$ cat src/design/regulator_one_pkg.sv
package regulator_one_pkg;

	// ----------------------------------------
	// Register map (index, byte address = 4 x index)
	// ----------------------------------------
	localparam int unsigned ADDR_W           = 10;
	localparam logic [7:0]  CTRL_INDEX       = 8'hC8;
	localparam logic [7:0]  TIMEOUT_INDEX    = 8'hC9;
	localparam logic [7:0]  LOWPWR_INDEX     = 8'hCA;
	localparam logic [7:0]  IRQ_STATUS_INDEX = 8'hF0;
	localparam logic [7:0]  IRQ_MASK_INDEX   = 8'hF1;
	localparam logic [7:0]  HIB_SW_INDEX     = 8'hF2;
	localparam logic [7:0]  STATE_INDEX      = 8'hF3;

	// ----------------------------------------
	// Field positions
	// ----------------------------------------
	localparam int unsigned SWITCH_BIT = 14;
	localparam int unsigned FLOAT_BIT  = 10;
	localparam int unsigned VCODE_LSB  = 0;
	localparam int unsigned FAULT_LSB  = 14;
	localparam int unsigned START_LSB  = 10;
	localparam int unsigned STOP_LSB   = 6;
	localparam int unsigned HIBB_LSB   = 12;
	localparam int unsigned HIBS_LSB   = 8;
	localparam int unsigned IMG_LSB    = 0;

	// Writable bits; all others read as zero
	localparam logic [15:0] CTRL_WMASK    = 16'h441F;
	localparam logic [15:0] TIMEOUT_WMASK = 16'hFFC0;
	localparam logic [15:0] LOWPWR_WMASK  = 16'h331F;

	// Mask-held defaults
	localparam logic [15:0] CTRL_RESET    = 16'h001C;
	localparam logic [15:0] TIMEOUT_RESET = 16'h0000;
	localparam logic [15:0] LOWPWR_RESET  = 16'h001C;

	// Interrupt status and mask layout
	localparam int unsigned IRQ_W         = 2;
	localparam int unsigned IRQ_FAULT_BIT = 0;
	localparam int unsigned IRQ_HIB_BIT   = 1;

	// Voltage mapping in mV: 900, 50, 1800, 100
	localparam logic [11:0] LOW_BASE_MV   = 12'h384;
	localparam logic [11:0] LOW_STEP_MV   = 12'h032;
	localparam logic [11:0] HIGH_BASE_MV  = 12'h708;
	localparam logic [11:0] HIGH_STEP_MV  = 12'h064;

	typedef enum logic [1:0] {
		FAULT_IGNORE   = 2'b00,
		FAULT_REG_OFF  = 2'b01,
		FAULT_SYS_OFF  = 2'b10,
		FAULT_SYS_RSVD = 2'b11
	} fault_resp_t;

	typedef enum logic [1:0] {
		HIB_SRC_SW  = 2'b00,
		HIB_SRC_LP1 = 2'b01,
		HIB_SRC_LP2 = 2'b10,
		HIB_SRC_LP3 = 2'b11
	} hib_src_t;

	typedef enum logic [1:0] {
		HIB_IMAGE   = 2'b00,
		HIB_DISABLE = 2'b01,
		HIB_RSVD2   = 2'b10,
		HIB_RSVD3   = 2'b11
	} hib_beh_t;

	typedef struct packed {
		logic       none;
		logic       at_state;
		logic [3:0] slot;
	} slot_plan_t;

endpackage : regulator_one_pkg

$ cat src/design/regulator_one_control_regs.sv
`timescale 1ns/1ns
// How it works
// (RULE1) Bit 14 of control picks regulation when clear and a current-limited switch when set.
// (RULE2) Bit 10 of control clear discharges the disabled output, set leaves it floating.
// (RULE3) When all four regulators are off every output is discharged regardless of bit 10.
// (RULE4) The active code maps upper half to 1.8-3.3 V in 100 mV and lower to 0.9-1.65 V in 50 mV.
// (RULE5) Fault response 00 ignores, 01 stops this regulator, 10 and 11 stop the system.
// (RULE6) Every fault raises an interrupt event whatever the response field holds.
// (RULE7) Start-up code 0 means never, 1 to 14 a slot, 15 on entering active.
// (RULE8) Shutdown code 1 to 14 means a slot, 0 and 15 mean on entering off.
// (RULE9) Hibernate behaviour 00 applies the image code, 01 disables the output, rest reserved.
// (RULE10) Hibernate source 00 is the software bit, 01 to 11 are low-power inputs one to three.
// (RULE11) The image code uses the same voltage mapping as the active code.
// (RULE12) A state-machine reset returns all fields to their fixed defaults; the code leaves the interrupt mask and software hibernate bit unchanged.
// (RULE13) In hibernate with behaviour 00 the target follows the image code, else the active code.
module regulator_one_control_regs
	import regulator_one_pkg::*;
(
	input  wire logic              clock_in,
	input  wire logic              rst_in,
	input  wire logic              psel_in,
	input  wire logic              penable_in,
	input  wire logic              pwrite_in,
	input  wire logic [ADDR_W-1:0] paddr_in,
	input  wire logic [31:0]       pwdata_in,
	input  wire logic [3:0]        pstrb_in,
	output logic      [31:0]       prdata_out,
	output logic                   pready_out,
	output logic                   pslverr_out,
	input  wire logic              sm_reset_in,
	input  wire logic              regulator_on_in,
	input  wire logic              others_disabled_in,
	input  wire logic              fault_in,
	input  wire logic              low_power_input_one_in,
	input  wire logic              low_power_input_two_in,
	input  wire logic              low_power_input_three_in,
	output logic                   irq_out,
	output logic                   regulator_enable_out,
	output logic                   switch_mode_out,
	output logic                   discharge_out,
	output logic      [4:0]        voltage_code_out,
	output logic      [11:0]       voltage_mv_out,
	output logic                   fault_regulator_off_out,
	output logic                   fault_system_off_out,
	output logic                   hibernate_out,
	output slot_plan_t             startup_plan_out,
	output slot_plan_t             shutdown_plan_out
);

	// ----------------------------------------
	// Voltage mapping
	// ----------------------------------------
	function automatic logic [11:0] code_to_mv(input logic [4:0] code);
		logic [11:0] step;
		step = {8'h00, code[3:0]};
		if (code[4])
			code_to_mv = 12'(HIGH_BASE_MV + step * HIGH_STEP_MV);
		else
			code_to_mv = 12'(LOW_BASE_MV + step * LOW_STEP_MV);
	endfunction : code_to_mv

	// ----------------------------------------
	// Storage
	// ----------------------------------------
	logic [15:0]      ctrl_q;
	logic [15:0]      timeout_q;
	logic [15:0]      lowpwr_q;
	logic [IRQ_W-1:0] irq_status_q;
	logic [IRQ_W-1:0] irq_mask_q;
	logic             hib_sw_q;
	logic             fault_prev_q;
	logic             hib_prev_q;
	logic             fault_off_q;

	// ----------------------------------------
	// Pin inputs
	// ----------------------------------------
	logic fault_lvl, lp_one, lp_two, lp_three;

	input_sync fault_sync (.clock_in(clock_in), .rst_in(rst_in),
		.raw_in(fault_in), .level_out(fault_lvl));
	input_sync lp_one_sync (.clock_in(clock_in), .rst_in(rst_in),
		.raw_in(low_power_input_one_in), .level_out(lp_one));
	input_sync lp_two_sync (.clock_in(clock_in), .rst_in(rst_in),
		.raw_in(low_power_input_two_in), .level_out(lp_two));
	input_sync lp_three_sync (.clock_in(clock_in), .rst_in(rst_in),
		.raw_in(low_power_input_three_in), .level_out(lp_three));

	// ----------------------------------------
	// APB decode
	// ----------------------------------------
	logic        access;
	logic        start;
	logic        commit;
	logic        hit_ctrl, hit_timeout, hit_lowpwr, hit_status;
	logic        hit_mask, hit_hib_sw, hit_state, hit_any;
	logic        wr;
	logic [15:0] wbe;
	logic [15:0] rd_word;
	logic [15:0] state_word;

	assign access      = psel_in && penable_in;
	// One wait state: pready rises in the second access cycle
	assign start       = access && !pready_out;
	assign commit      = access && pready_out;
	assign hit_ctrl    = (paddr_in == {CTRL_INDEX, 2'h0});
	assign hit_timeout = (paddr_in == {TIMEOUT_INDEX, 2'h0});
	assign hit_lowpwr  = (paddr_in == {LOWPWR_INDEX, 2'h0});
	assign hit_status  = (paddr_in == {IRQ_STATUS_INDEX, 2'h0});
	assign hit_mask    = (paddr_in == {IRQ_MASK_INDEX, 2'h0});
	assign hit_hib_sw  = (paddr_in == {HIB_SW_INDEX, 2'h0});
	assign hit_state   = (paddr_in == {STATE_INDEX, 2'h0});
	assign hit_any     = hit_ctrl || hit_timeout || hit_lowpwr || hit_status
		|| hit_mask || hit_hib_sw || hit_state;
	assign wr          = commit && pwrite_in && hit_any;
	assign wbe         = {{8{pstrb_in[1]}}, {8{pstrb_in[0]}}};

	// ----------------------------------------
	// Field views
	// ----------------------------------------
	logic        switch_sel;
	logic        float_sel;
	logic [4:0]  active_voltage_code;
	fault_resp_t fault_response_select;
	logic [3:0]  startup_slot_select;
	logic [3:0]  shutdown_slot_select;
	hib_beh_t    hibernate_behaviour_select;
	hib_src_t    hibernate_source_select;
	logic [4:0]  image_voltage_code;

	assign switch_sel                 = ctrl_q[SWITCH_BIT];
	assign float_sel                  = ctrl_q[FLOAT_BIT];
	assign active_voltage_code        = ctrl_q[VCODE_LSB +: 5];
	assign fault_response_select      = fault_resp_t'(timeout_q[FAULT_LSB +: 2]);
	assign startup_slot_select        = timeout_q[START_LSB +: 4];
	assign shutdown_slot_select       = timeout_q[STOP_LSB +: 4];
	assign hibernate_behaviour_select = hib_beh_t'(lowpwr_q[HIBB_LSB +: 2]);
	assign hibernate_source_select    = hib_src_t'(lowpwr_q[HIBS_LSB +: 2]);
	assign image_voltage_code         = lowpwr_q[IMG_LSB +: 5];

	// ----------------------------------------
	// Hibernate and regulator state
	// ----------------------------------------
	logic       hib_sel;
	logic       hib_image;
	logic       hib_off;
	logic       fault_rise;
	logic       hib_rise;
	logic       reg_on;
	logic       all_off;
	logic       discharge_d;
	logic [4:0] code_d;
	logic [11:0] mv_d;

	// (RULE10) Hibernate source mux
	always_comb
	begin
		hib_sel = 1'h0;
		unique case (hibernate_source_select)
			HIB_SRC_SW:  hib_sel = hib_sw_q;
			HIB_SRC_LP1: hib_sel = lp_one;
			HIB_SRC_LP2: hib_sel = lp_two;
			HIB_SRC_LP3: hib_sel = lp_three;
		endcase
	end

	// (RULE9) Reserved behaviour codes leave active settings
	assign hib_image  = hib_sel && (hibernate_behaviour_select == HIB_IMAGE);
	assign hib_off    = hib_sel && (hibernate_behaviour_select == HIB_DISABLE);
	assign fault_rise = fault_lvl && !fault_prev_q;
	assign hib_rise   = hib_sel && !hib_prev_q;
	assign reg_on     = regulator_on_in && !fault_off_q && !hib_off;
	// (RULE3) All four off forces discharge
	assign all_off    = !reg_on && others_disabled_in;
	// (RULE2) Float bit only matters while disabled
	assign discharge_d = !reg_on && (!float_sel || all_off);
	// (RULE13) Image code wins only in image hibernate
	assign code_d     = hib_image ? image_voltage_code : active_voltage_code;
	// (RULE1) Switch mode, voltage code has no effect; (RULE4) (RULE11) shared mapping
	assign mv_d       = switch_sel ? 12'h000 : code_to_mv(code_d);

	// ----------------------------------------
	// Read mux
	// ----------------------------------------
	assign state_word = {6'h00, fault_off_q, fault_lvl, discharge_out,
		regulator_enable_out, hib_sel, code_d};

	assign rd_word = hit_ctrl    ? ctrl_q :
		hit_timeout ? timeout_q :
		hit_lowpwr  ? lowpwr_q :
		hit_status  ? {14'h0000, irq_status_q} :
		hit_mask    ? {14'h0000, irq_mask_q} :
		hit_hib_sw  ? {15'h0000, hib_sw_q} :
		hit_state   ? state_word : 16'h0000;

	// ----------------------------------------
	// Register writes
	// ----------------------------------------
	logic [15:0]      ctrl_d;
	logic [15:0]      timeout_d;
	logic [15:0]      lowpwr_d;
	logic [IRQ_W-1:0] w1c;
	logic [IRQ_W-1:0] events;
	logic [IRQ_W-1:0] irq_status_d;

	assign ctrl_d    = (ctrl_q & ~(wbe & CTRL_WMASK)) | (pwdata_in[15:0] & wbe & CTRL_WMASK);
	assign timeout_d = (timeout_q & ~(wbe & TIMEOUT_WMASK))
		| (pwdata_in[15:0] & wbe & TIMEOUT_WMASK);
	assign lowpwr_d  = (lowpwr_q & ~(wbe & LOWPWR_WMASK))
		| (pwdata_in[15:0] & wbe & LOWPWR_WMASK);
	assign w1c       = (wr && hit_status && pstrb_in[0]) ? pwdata_in[IRQ_W-1:0] : '0;
	// (RULE6) Fault event is raised whatever the response
	assign events    = {hib_rise, fault_rise};
	// Set beats clear in the same cycle
	assign irq_status_d = (irq_status_q & ~w1c) | events;

	// (RULE12) State-machine reset reloads the fixed defaults
	always_ff @(posedge clock_in)
	begin
		if (rst_in || sm_reset_in)
		begin
			ctrl_q    <= CTRL_RESET;
			timeout_q <= TIMEOUT_RESET;
			lowpwr_q  <= LOWPWR_RESET;
		end
		else if (wr)
		begin
			ctrl_q    <= hit_ctrl    ? ctrl_d    : ctrl_q;
			timeout_q <= hit_timeout ? timeout_d : timeout_q;
			lowpwr_q  <= hit_lowpwr  ? lowpwr_d  : lowpwr_q;
		end
	end

	always_ff @(posedge clock_in)
	begin
		if (rst_in)
		begin
			irq_mask_q <= '0;
			hib_sw_q   <= 1'h0;
		end
		else if (wr && pstrb_in[0])
		begin
			irq_mask_q <= hit_mask   ? pwdata_in[IRQ_W-1:0] : irq_mask_q;
			hib_sw_q   <= hit_hib_sw ? pwdata_in[0] : hib_sw_q;
		end
	end

	// ----------------------------------------
	// Bus answer and events
	// ----------------------------------------
	always_ff @(posedge clock_in)
	begin
		if (rst_in)
		begin
			pready_out   <= 1'h0;
			pslverr_out  <= 1'h0;
			prdata_out   <= 32'h0000_0000;
			irq_status_q <= '0;
			irq_out      <= 1'h0;
		end
		else
		begin
			pready_out   <= start;
			pslverr_out  <= start && !hit_any;
			prdata_out   <= start ? {16'h0000, rd_word} : prdata_out;
			irq_status_q <= irq_status_d;
			irq_out      <= |(irq_status_d & irq_mask_q);
		end
	end

	// (RULE5) Regulator stop latches until a state-machine reset
	always_ff @(posedge clock_in)
	begin
		if (rst_in)
		begin
			fault_prev_q         <= 1'h0;
			hib_prev_q           <= 1'h0;
			fault_off_q          <= 1'h0;
			fault_system_off_out <= 1'h0;
		end
		else
		begin
			fault_prev_q         <= fault_lvl;
			hib_prev_q           <= hib_sel;
			fault_off_q          <= (fault_rise && fault_response_select == FAULT_REG_OFF)
				|| (fault_off_q && !sm_reset_in);
			fault_system_off_out <= fault_rise && fault_response_select[1];
		end
	end

	// ----------------------------------------
	// Outputs
	// ----------------------------------------
	always_ff @(posedge clock_in)
	begin
		if (rst_in)
		begin
			regulator_enable_out    <= 1'h0;
			switch_mode_out         <= 1'h0;
			discharge_out           <= 1'h0;
			voltage_code_out        <= 5'h00;
			voltage_mv_out          <= 12'h000;
			fault_regulator_off_out <= 1'h0;
			hibernate_out           <= 1'h0;
		end
		else
		begin
			regulator_enable_out    <= reg_on;
			switch_mode_out         <= switch_sel;
			discharge_out           <= discharge_d;
			voltage_code_out        <= code_d;
			voltage_mv_out          <= mv_d;
			fault_regulator_off_out <= fault_off_q;
			hibernate_out           <= hib_sel;
		end
	end

	// (RULE7) Start-up plan decode
	slot_plan_decode #(.IS_SHUTDOWN(1'h0)) startup_decode (.clock_in(clock_in),
		.rst_in(rst_in), .code_in(startup_slot_select), .plan_out(startup_plan_out));
	// (RULE8) Shutdown plan decode
	slot_plan_decode #(.IS_SHUTDOWN(1'h1)) shutdown_decode (.clock_in(clock_in),
		.rst_in(rst_in), .code_in(shutdown_slot_select), .plan_out(shutdown_plan_out));

	// ----------------------------------------
	// Checks
	// ----------------------------------------
	switch_mv_a: assert property (@(posedge clock_in) disable iff (rst_in) // RULE1
		switch_mode_out |-> voltage_mv_out == 12'h000)
		else $error("switch mode shows a voltage");
	// Outputs hold their reset value one edge past release, so skip that cycle
	float_discharge_a: assert property (@(posedge clock_in) disable iff (rst_in) // RULE2
		$past(!reg_on && !float_sel && !rst_in) |-> discharge_out && !regulator_enable_out)
		else $error("disabled output not discharged");
	all_off_a: assert property (@(posedge clock_in) disable iff (rst_in) // RULE3
		$past(!reg_on && others_disabled_in && !rst_in) |-> discharge_out)
		else $error("all regulators off without discharge");
	mv_map_a: assert property (@(posedge clock_in) disable iff (rst_in) // RULE4
		!switch_mode_out && voltage_code_out == 5'h10 |-> voltage_mv_out == 12'h708)
		else $error("code 10 not 1800 mV");
	fault_sys_a: assert property (@(posedge clock_in) disable iff (rst_in) // RULE5
		fault_rise && fault_response_select[1] |=> fault_system_off_out ##1 !fault_system_off_out)
		else $error("system stop pulse wrong");
	fault_irq_a: assert property (@(posedge clock_in) disable iff (rst_in) // RULE6
		fault_rise |=> irq_status_q[IRQ_FAULT_BIT])
		else $error("fault did not raise event");
	startup_a: assert property (@(posedge clock_in) disable iff (rst_in) // RULE7
		startup_slot_select == 4'hF |=> startup_plan_out.at_state && !startup_plan_out.none)
		else $error("start code 15 not on active");
	shutdown_a: assert property (@(posedge clock_in) disable iff (rst_in) // RULE8
		shutdown_slot_select == 4'h0 |=> shutdown_plan_out.at_state)
		else $error("stop code 0 not on off");
	hib_disable_a: assert property (@(posedge clock_in) disable iff (rst_in) // RULE9
		$past(hib_off) |-> !regulator_enable_out)
		else $error("hibernate disable left output on");
	hib_source_a: assert property (@(posedge clock_in) disable iff (rst_in) // RULE10
		hibernate_source_select == HIB_SRC_SW && hib_sw_q |=> hibernate_out)
		else $error("software hibernate ignored");
	sm_reset_a: assert property (@(posedge clock_in) disable iff (rst_in) // RULE12
		sm_reset_in |=> ctrl_q == CTRL_RESET && lowpwr_q == LOWPWR_RESET)
		else $error("defaults not reloaded");
	image_target_a: assert property (@(posedge clock_in) disable iff (rst_in) // RULE13
		$past(hib_image) |-> voltage_code_out == $past(image_voltage_code))
		else $error("image code not applied");

endmodule : regulator_one_control_regs

$ cat src/design/input_sync.sv
`timescale 1ns/1ns
// Three-stage sync; output moves only when stages two and three agree
module input_sync
	import regulator_one_pkg::*;
(
	input  wire logic clock_in,
	input  wire logic rst_in,
	input  wire logic raw_in,
	output logic      level_out
);

	logic stage1_q;
	logic stage2_q;
	logic stage3_q;
	logic level_d;

	assign level_d = (stage2_q == stage3_q) ? stage3_q : level_out;

	always_ff @(posedge clock_in)
	begin
		if (rst_in)
		begin
			stage1_q  <= 1'h0;
			stage2_q  <= 1'h0;
			stage3_q  <= 1'h0;
			level_out <= 1'h0;
		end
		else
		begin
			stage1_q  <= raw_in;
			stage2_q  <= stage1_q;
			stage3_q  <= stage2_q;
			level_out <= level_d;
		end
	end

endmodule : input_sync

$ cat src/design/slot_plan_decode.sv
`timescale 1ns/1ns
// Turns a four-bit slot code into a sequencer plan
module slot_plan_decode
	import regulator_one_pkg::*;
#(
	parameter bit IS_SHUTDOWN = 1'h0
)
(
	input  wire logic       clock_in,
	input  wire logic       rst_in,
	input  wire logic [3:0] code_in,
	output slot_plan_t      plan_out
);

	logic       code_zero;
	logic       code_full;
	slot_plan_t plan_d;

	assign code_zero       = (code_in == 4'h0);
	assign code_full       = (code_in == 4'hF);
	assign plan_d.none     = code_zero && !IS_SHUTDOWN;
	assign plan_d.at_state = code_full || (code_zero && IS_SHUTDOWN);
	assign plan_d.slot     = (code_zero || code_full) ? 4'h0 : code_in;

	always_ff @(posedge clock_in)
	begin
		if (rst_in)
			plan_out <= '0;
		else
			plan_out <= plan_d;
	end

endmodule : slot_plan_decode

$ cat config.mk
export PLATFORM = sky130hd
export DESIGN_NAME = regulator_one_control_regs
export DESIGN_NICKNAME = d
export VERILOG_FILES = /design/src/design/regulator_one_pkg.sv /design/src/design/regulator_one_control_regs.sv /design/src/design/input_sync.sv /design/src/design/slot_plan_decode.sv
export SDC_FILE = /design/constraint.sdc
export NUM_CORES = 1
export LEC_CHECK = 0
export BUFFER_PORTS_ARGS = -buffer_cell sky130_fd_sc_hd__buf_2
export CELL_PAD_IN_SITES_DETAIL_PLACEMENT = 1
export CELL_PAD_IN_SITES_GLOBAL_PLACEMENT = 2
export CORE_ASPECT_RATIO = 1.1
export CORE_MARGIN = 4
export CORE_UTILIZATION = 31
export DETAILED_ROUTE_END_ITERATION = 8
export PLACE_DENSITY_LB_ADDON = 0.12
export SETUP_SLACK_MARGIN = 0.2
export SLEW_MARGIN = 20
export SYNTH_ARGS = -nofsm -noshare
export SYNTH_HDL_FRONTEND = slang
export SYNTH_SLANG_ARGS = --single-unit
$ cat constraint.sdc
create_clock -name clock_in -period 3.97 [get_ports clock_in]
set_input_delay 0.397 -clock clock_in [delete_from_list [all_inputs] [get_ports clock_in]]
set_output_delay 0.397 -clock clock_in [all_outputs]
set_load 0.05 [all_outputs]
# Word-level counts from Yosys, hierarchy flattened
# Index checks and enable logic that the tools add are counted.
# word_totals
reg_bits	125
out_inout_bits	70
wordCells	142
# classes
add_sub_neg	2
multipliers	2
n_eq_ne	18
n_mux	11
bitwise	14
reduce_logical	53
# ops
op	count
equality test 10 bit, second input constant	7
bitwise AND 16 bit	4
2-to-1 mux 16 bit	3
2-to-1 mux 10 bit	4
logical AND 1 bit	20
multiplier 4 x 5 -> 9 bit, second input constant	2
inverter 14 -> 16 bit	1
inverter 15 -> 16 bit	1
inverter 16 bit	1
OR 16 x 14 -> 16 bit	1
OR 16 x 15 -> 16 bit	1
OR 16 bit	1
adder 11 x 11 -> 12 bit, first input constant	1
2-to-1 mux 12 bit	1
adder 10 x 10 -> 11 bit, first input constant	1
logical OR 1 bit	11
AND reduction 2 bit	5
logical NOT 1 bit	9
equality test 4 bit, second input constant	2
logical NOT 4 bit	2
OR reduction 2 bit	4
equality test 2 x 1 -> 1 bit, second input constant	3
2-to-1 mux 5 bit	1
bitwise AND 2 bit	2
7 further kinds	12

# Depth between registers and ports, before layout
# depth
word_depth	16
mapped_depth	16
depth_no_buf	15

# Modules after synthesis
# A second synthesis with hierarchy kept.
# hier_totals
cells_unflattened	484
hier_area_um2	4380.5
# by_module_without_submodules
module	instances	cells_each	area_per_inst_um2	seq_area_each_um2
regulator_one_control_regs	1	408	3558.4	1481.4
input_sync	4	10	112.6	80.1
slot_plan_decode at startup_decode	1	18	191.4	120.1
slot_plan_decode at shutdown_decode	1	18	180.2	100.1

# Worst setup path after synthesis
# Ideal clock, no wire load.
# synth_timing
path_type	reg-to-reg
startpoint	register with a tool-made name
endpoint	register voltage_mv_out[10]
arrival_ns	3.385
t_required_ns	3.835
path_slack_ns	0.450
stages_incl_launch_ff	15
n_path_buf	1
path_cell_list	dfxtp_1 > mux2_2 > a2bb2oi_4 > buf_6 > mux2i_1 > inv_1 > ha_1 > ha_1 > inv_1 > fa_1 > nand2b_1 > a31oi_1 > mux2_2 > a2111oi_2 > a311oi_1
# synth_lines
item	line	rtl
to (signal assigned)	regulator_one_control_regs.sv:312	voltage_mv_out <= mv_d;
to (decl)	regulator_one_control_regs.sv:42	output logic [11:0] voltage_mv_out,

==> results.sh <==
export IMPL_clk_pin_slew_ps=70
export IMPL_io_buffers=90
export IMPL_design_area_um2=5339
export IMPL_syn_inst=470
export IMPL_drt_wl_total_mm=12.67
export IMPL_fmax_mhz=278.0
export IMPL_min_period_ps=3597
export IMPL_place_area_um2=4997
export IMPL_utilization_pct=38.39
export IMPL_min_from="fault_in"
export IMPL_status="complete, no violations"
export IMPL_dp_cells=733
export IMPL_vdd_drop_max_v=0.0001587
export IMPL_ios=128
export IMPL_diodes=0
export IMPL_critPathMaxStageDelay_ps=510
export IMPL_path_max_fanout=8
export IMPL_cts_tree="done"
export IMPL_die_w_um=121.8
export IMPL_path_buf_inv=1
export IMPL_hp_class="input port to register"
export IMPL_die_h_um=133.2
export IMPL_dp_final_hpwl_mm=9.433
export IMPL_cts_path_max_buffers=2
export IMPL_rsz0062_at_grt="no"
export IMPL_p_per_area_nw_per_um2=403.3
export IMPL_ys_flop_type="dfxtp_1"
export IMPL_firstDrtPassIters=6
export IMPL_timing_critical_path_required_ps=4200
export IMPL_reg2reg_slack_ps=370
export IMPL_yosysTopAreaCell="dfxtp_1"
export IMPL_synth_edff_count=0
export IMPL_hold_viol=0
export IMPL_vias_per_cell=4.840
export IMPL_tightestPinTransition_ps=740.2
export IMPL_fin_cells=752
export IMPL_hold_slack_ps=259.4
export IMPL_cts_hold_buf=0
export IMPL_fin_worst_skew_ps=6.604
export IMPL_cts_buffers=9
export IMPL_drt_antenna_violating_nets=0
export IMPL_setup_viol=0
export IMPL_path_class="register to register"
export IMPL_grt_ovfl_total=0
export IMPL_async_flop_share_pct=0
export IMPL_clkLatencyLatePin_ps=350
export IMPL_synth_area_per_cell_um2=9.403
export IMPL_synth_area_leaders="dfxtp_1 (46%), mux2i_1 (7.2%), nor2_1 (5.2%)"
export IMPL_ys_warn_count=0
export IMPL_cap_violations=0
export IMPL_clock_sinks=101
export IMPL_grt_use_total_pct=16.16
export IMPL_ys_seq_area_share_pct=45.75
export IMPL_vias=3640
export IMPL_synthesis_area_um2=4419
export IMPL_post_drt_wl_per_cell_um=16.84
export IMPL_crit_path_frequent_cell="mux2_2"
export IMPL_coreArea_um2=13910
export IMPL_grt_max_degree=33
export IMPL_fin_nets=624
export IMPL_min_path_cells=2
export IMPL_gp_congestion=0.7859
export IMPL_max_slew_margin_rel_pct=50.47
export IMPL_min_period_over_period_pct=90.60
export IMPL_die_area_um2=16230
export IMPL_cts_root_buf="clkbuf_16"
export IMPL_grt_pass1_vias=3856
export IMPL_critical_path_cell_chain="mux2_2 -> a2bb2oi_4 -> mux2_2 -> ha_1 -> inv_1 -> fa_1 -> nand2b_1 -> a31oi_1 -> mux2_2 -> a2111oi_2 -> a311oi_1"
export IMPL_cp_start_kind="register"
export IMPL_initial_core_util_pct=31.78
export IMPL_yosysTopAreaCellShare_pct=45.75
export IMPL_crit_family="multiplexers"
export IMPL_fin_setup_tns_ps=0
export IMPL_hold_path_end="fault_sync.stage1_q"
export IMPL_antenna_found_initial=0
export IMPL_area_delta_synth_final_pct=20.81
export IMPL_ys_types=66
export IMPL_reg2regPathDepth=11
export IMPL_grt_pass1_wl_mm=20.41
export IMPL_htree_levels=3
export IMPL_p_leak_uw=0.002174
export IMPL_critPathCaptureType="register"
export IMPL_cp_arrival_ps=3830
export IMPL_r2r_end="voltage_mv_out[10]"
export IMPL_final_max_slew_violation_count=0
export IMPL_rows=45
export IMPL_drive_gt1_share_pct=25.89
export IMPL_slowest_stage="fa_1"
export IMPL_drt_iter0_markers=107
export IMPL_drcViolationCount=0
export IMPL_ys_ff_latch=101
-- worst max path at each step --
stage	end	slack, ps	cells after the start
after global routing	voltage_mv_out[10]	190	11
after floorplan	voltage_mv_out[10]	450	14
after global placement	voltage_mv_out[10]	320	11
after detailed placement	voltage_mv_out[10]	280	15
after CTS	voltage_mv_out[10]	270	11
final	voltage_mv_out[10]	370	11
-- routing by layer --
layer,share of wire [%],global-route usage (%),vias to the layer above
met4,1.3,5.417,0
met5,0,0,-
met3,3.2,2.887,11
li1,-,-,1788
met2,51,27.61,63
met1,45,20.48,1778
-- layout make-up --
class / instances / area, um2
clock buffers: 10 / 239.0
clock inverters: 6 / 71.32
fillers: 1647 / 8568
inverters: 13 / 48.80
multi-input cells: 334 / 2196
flip-flops and latches: 101 / 2023
well taps: 188 / 235.2
repair buffers: 100 / 525.5
-- logic make-up after synthesis --
| kind of cell | Yosys count | share of synthesized area [%] |
|---|---|---|
| adders and majority gates | 7 | 2.152 |
| muxes | 42 | 10.39 |
| AOI/OAI and AO/OA | 77 | 12.80 |
| buffers and inverters | 52 | 6.172 |
| DFF | 101 | 45.75 |
| other | 1 | 0.08486 |
| and+or+nand+nor | 181 | 20.70 |
| xor gates and xnor gates | 9 | 1.954 |
-- cell usage after synthesis (3+ instances only) --
| library cell | n |
|---|---|
| dfxtp_1 | 101 |
| nor2_1 | 61 |
| mux2i_1 | 32 |
| nand2_1 | 30 |
| nor2b_1 | 22 |
| a21oi_1 | 20 |
| buf_4 | 18 |
| clkbuf_1 | 18 |
| nor3_1 | 16 |
| inv_1 | 12 |
| nand3_1 | 10 |
| and2_1 | 9 |
| o21ai_0 | 8 |
| a221oi_1 | 7 |
| a211oi_1 | 6 |
| ha_1 | 6 |
| nand2b_1 | 6 |
| a31oi_1 | 5 |
| nor4_1 | 5 |
| mux2_2 | 4 |
| nor3_2 | 4 |
| o21ai_1 | 4 |
| or2_2 | 4 |
| xnor2_1 | 4 |
| xor2_1 | 4 |
| a21boi_0 | 3 |
| a311oi_1 | 3 |
| mux2i_2 | 3 |
-- metrics by stage --
stage / worst slack, ps / total power [uW]
floorplan: 449.5 / 1222
global placement: 317.9 / 1265
detailed placement: 283.4 / 1267
CTS: 266.4 / 2186
global route: 193.5 / 2252
finish: 373.3 / 2153
-- layout by cell type, fill, tap and decap left out, drive strengths merged, types with 2 or more instances in the layout --
cell type / n
and3b: 2
o32a: 2
xor2: 5
a22oi: 2
a222oi: 2
nor2: 62
a31oi: 5
a211oi: 7
a21oi: 20
clkbuf: 10
dfxtp: 101
mux2i: 36
nor4: 5
and2: 9
o21ai: 12
nand2b: 6
nor2b: 22
clkinv: 3
a2bb2oi: 2
a221o: 2
a21boi: 3
nor3: 20
mux2: 6
a311oi: 3
buf: 100
nand2: 31
nand3: 10
or2: 5
ha: 6
inv: 14
xnor2: 4
conb: 18
a221oi: 7
-- power breakdown --
| group | internal (uW) | total, uW | switching [uW] |
|---|---|---|---|
| Clock | 512 | 911 | 399 |
| Combinational | 44.4 | 200 | 155 |
| Sequential | 1030 | 1040 | 8.80 |
-- repair_timing --
item                       4_1_cts  5_1_grt
setup buffers                    0        3
hold endpoints to repair         0        0
setup endpoints to repair        0        3
resized for setup                0        3
Power figures use the tool's default switching activity.
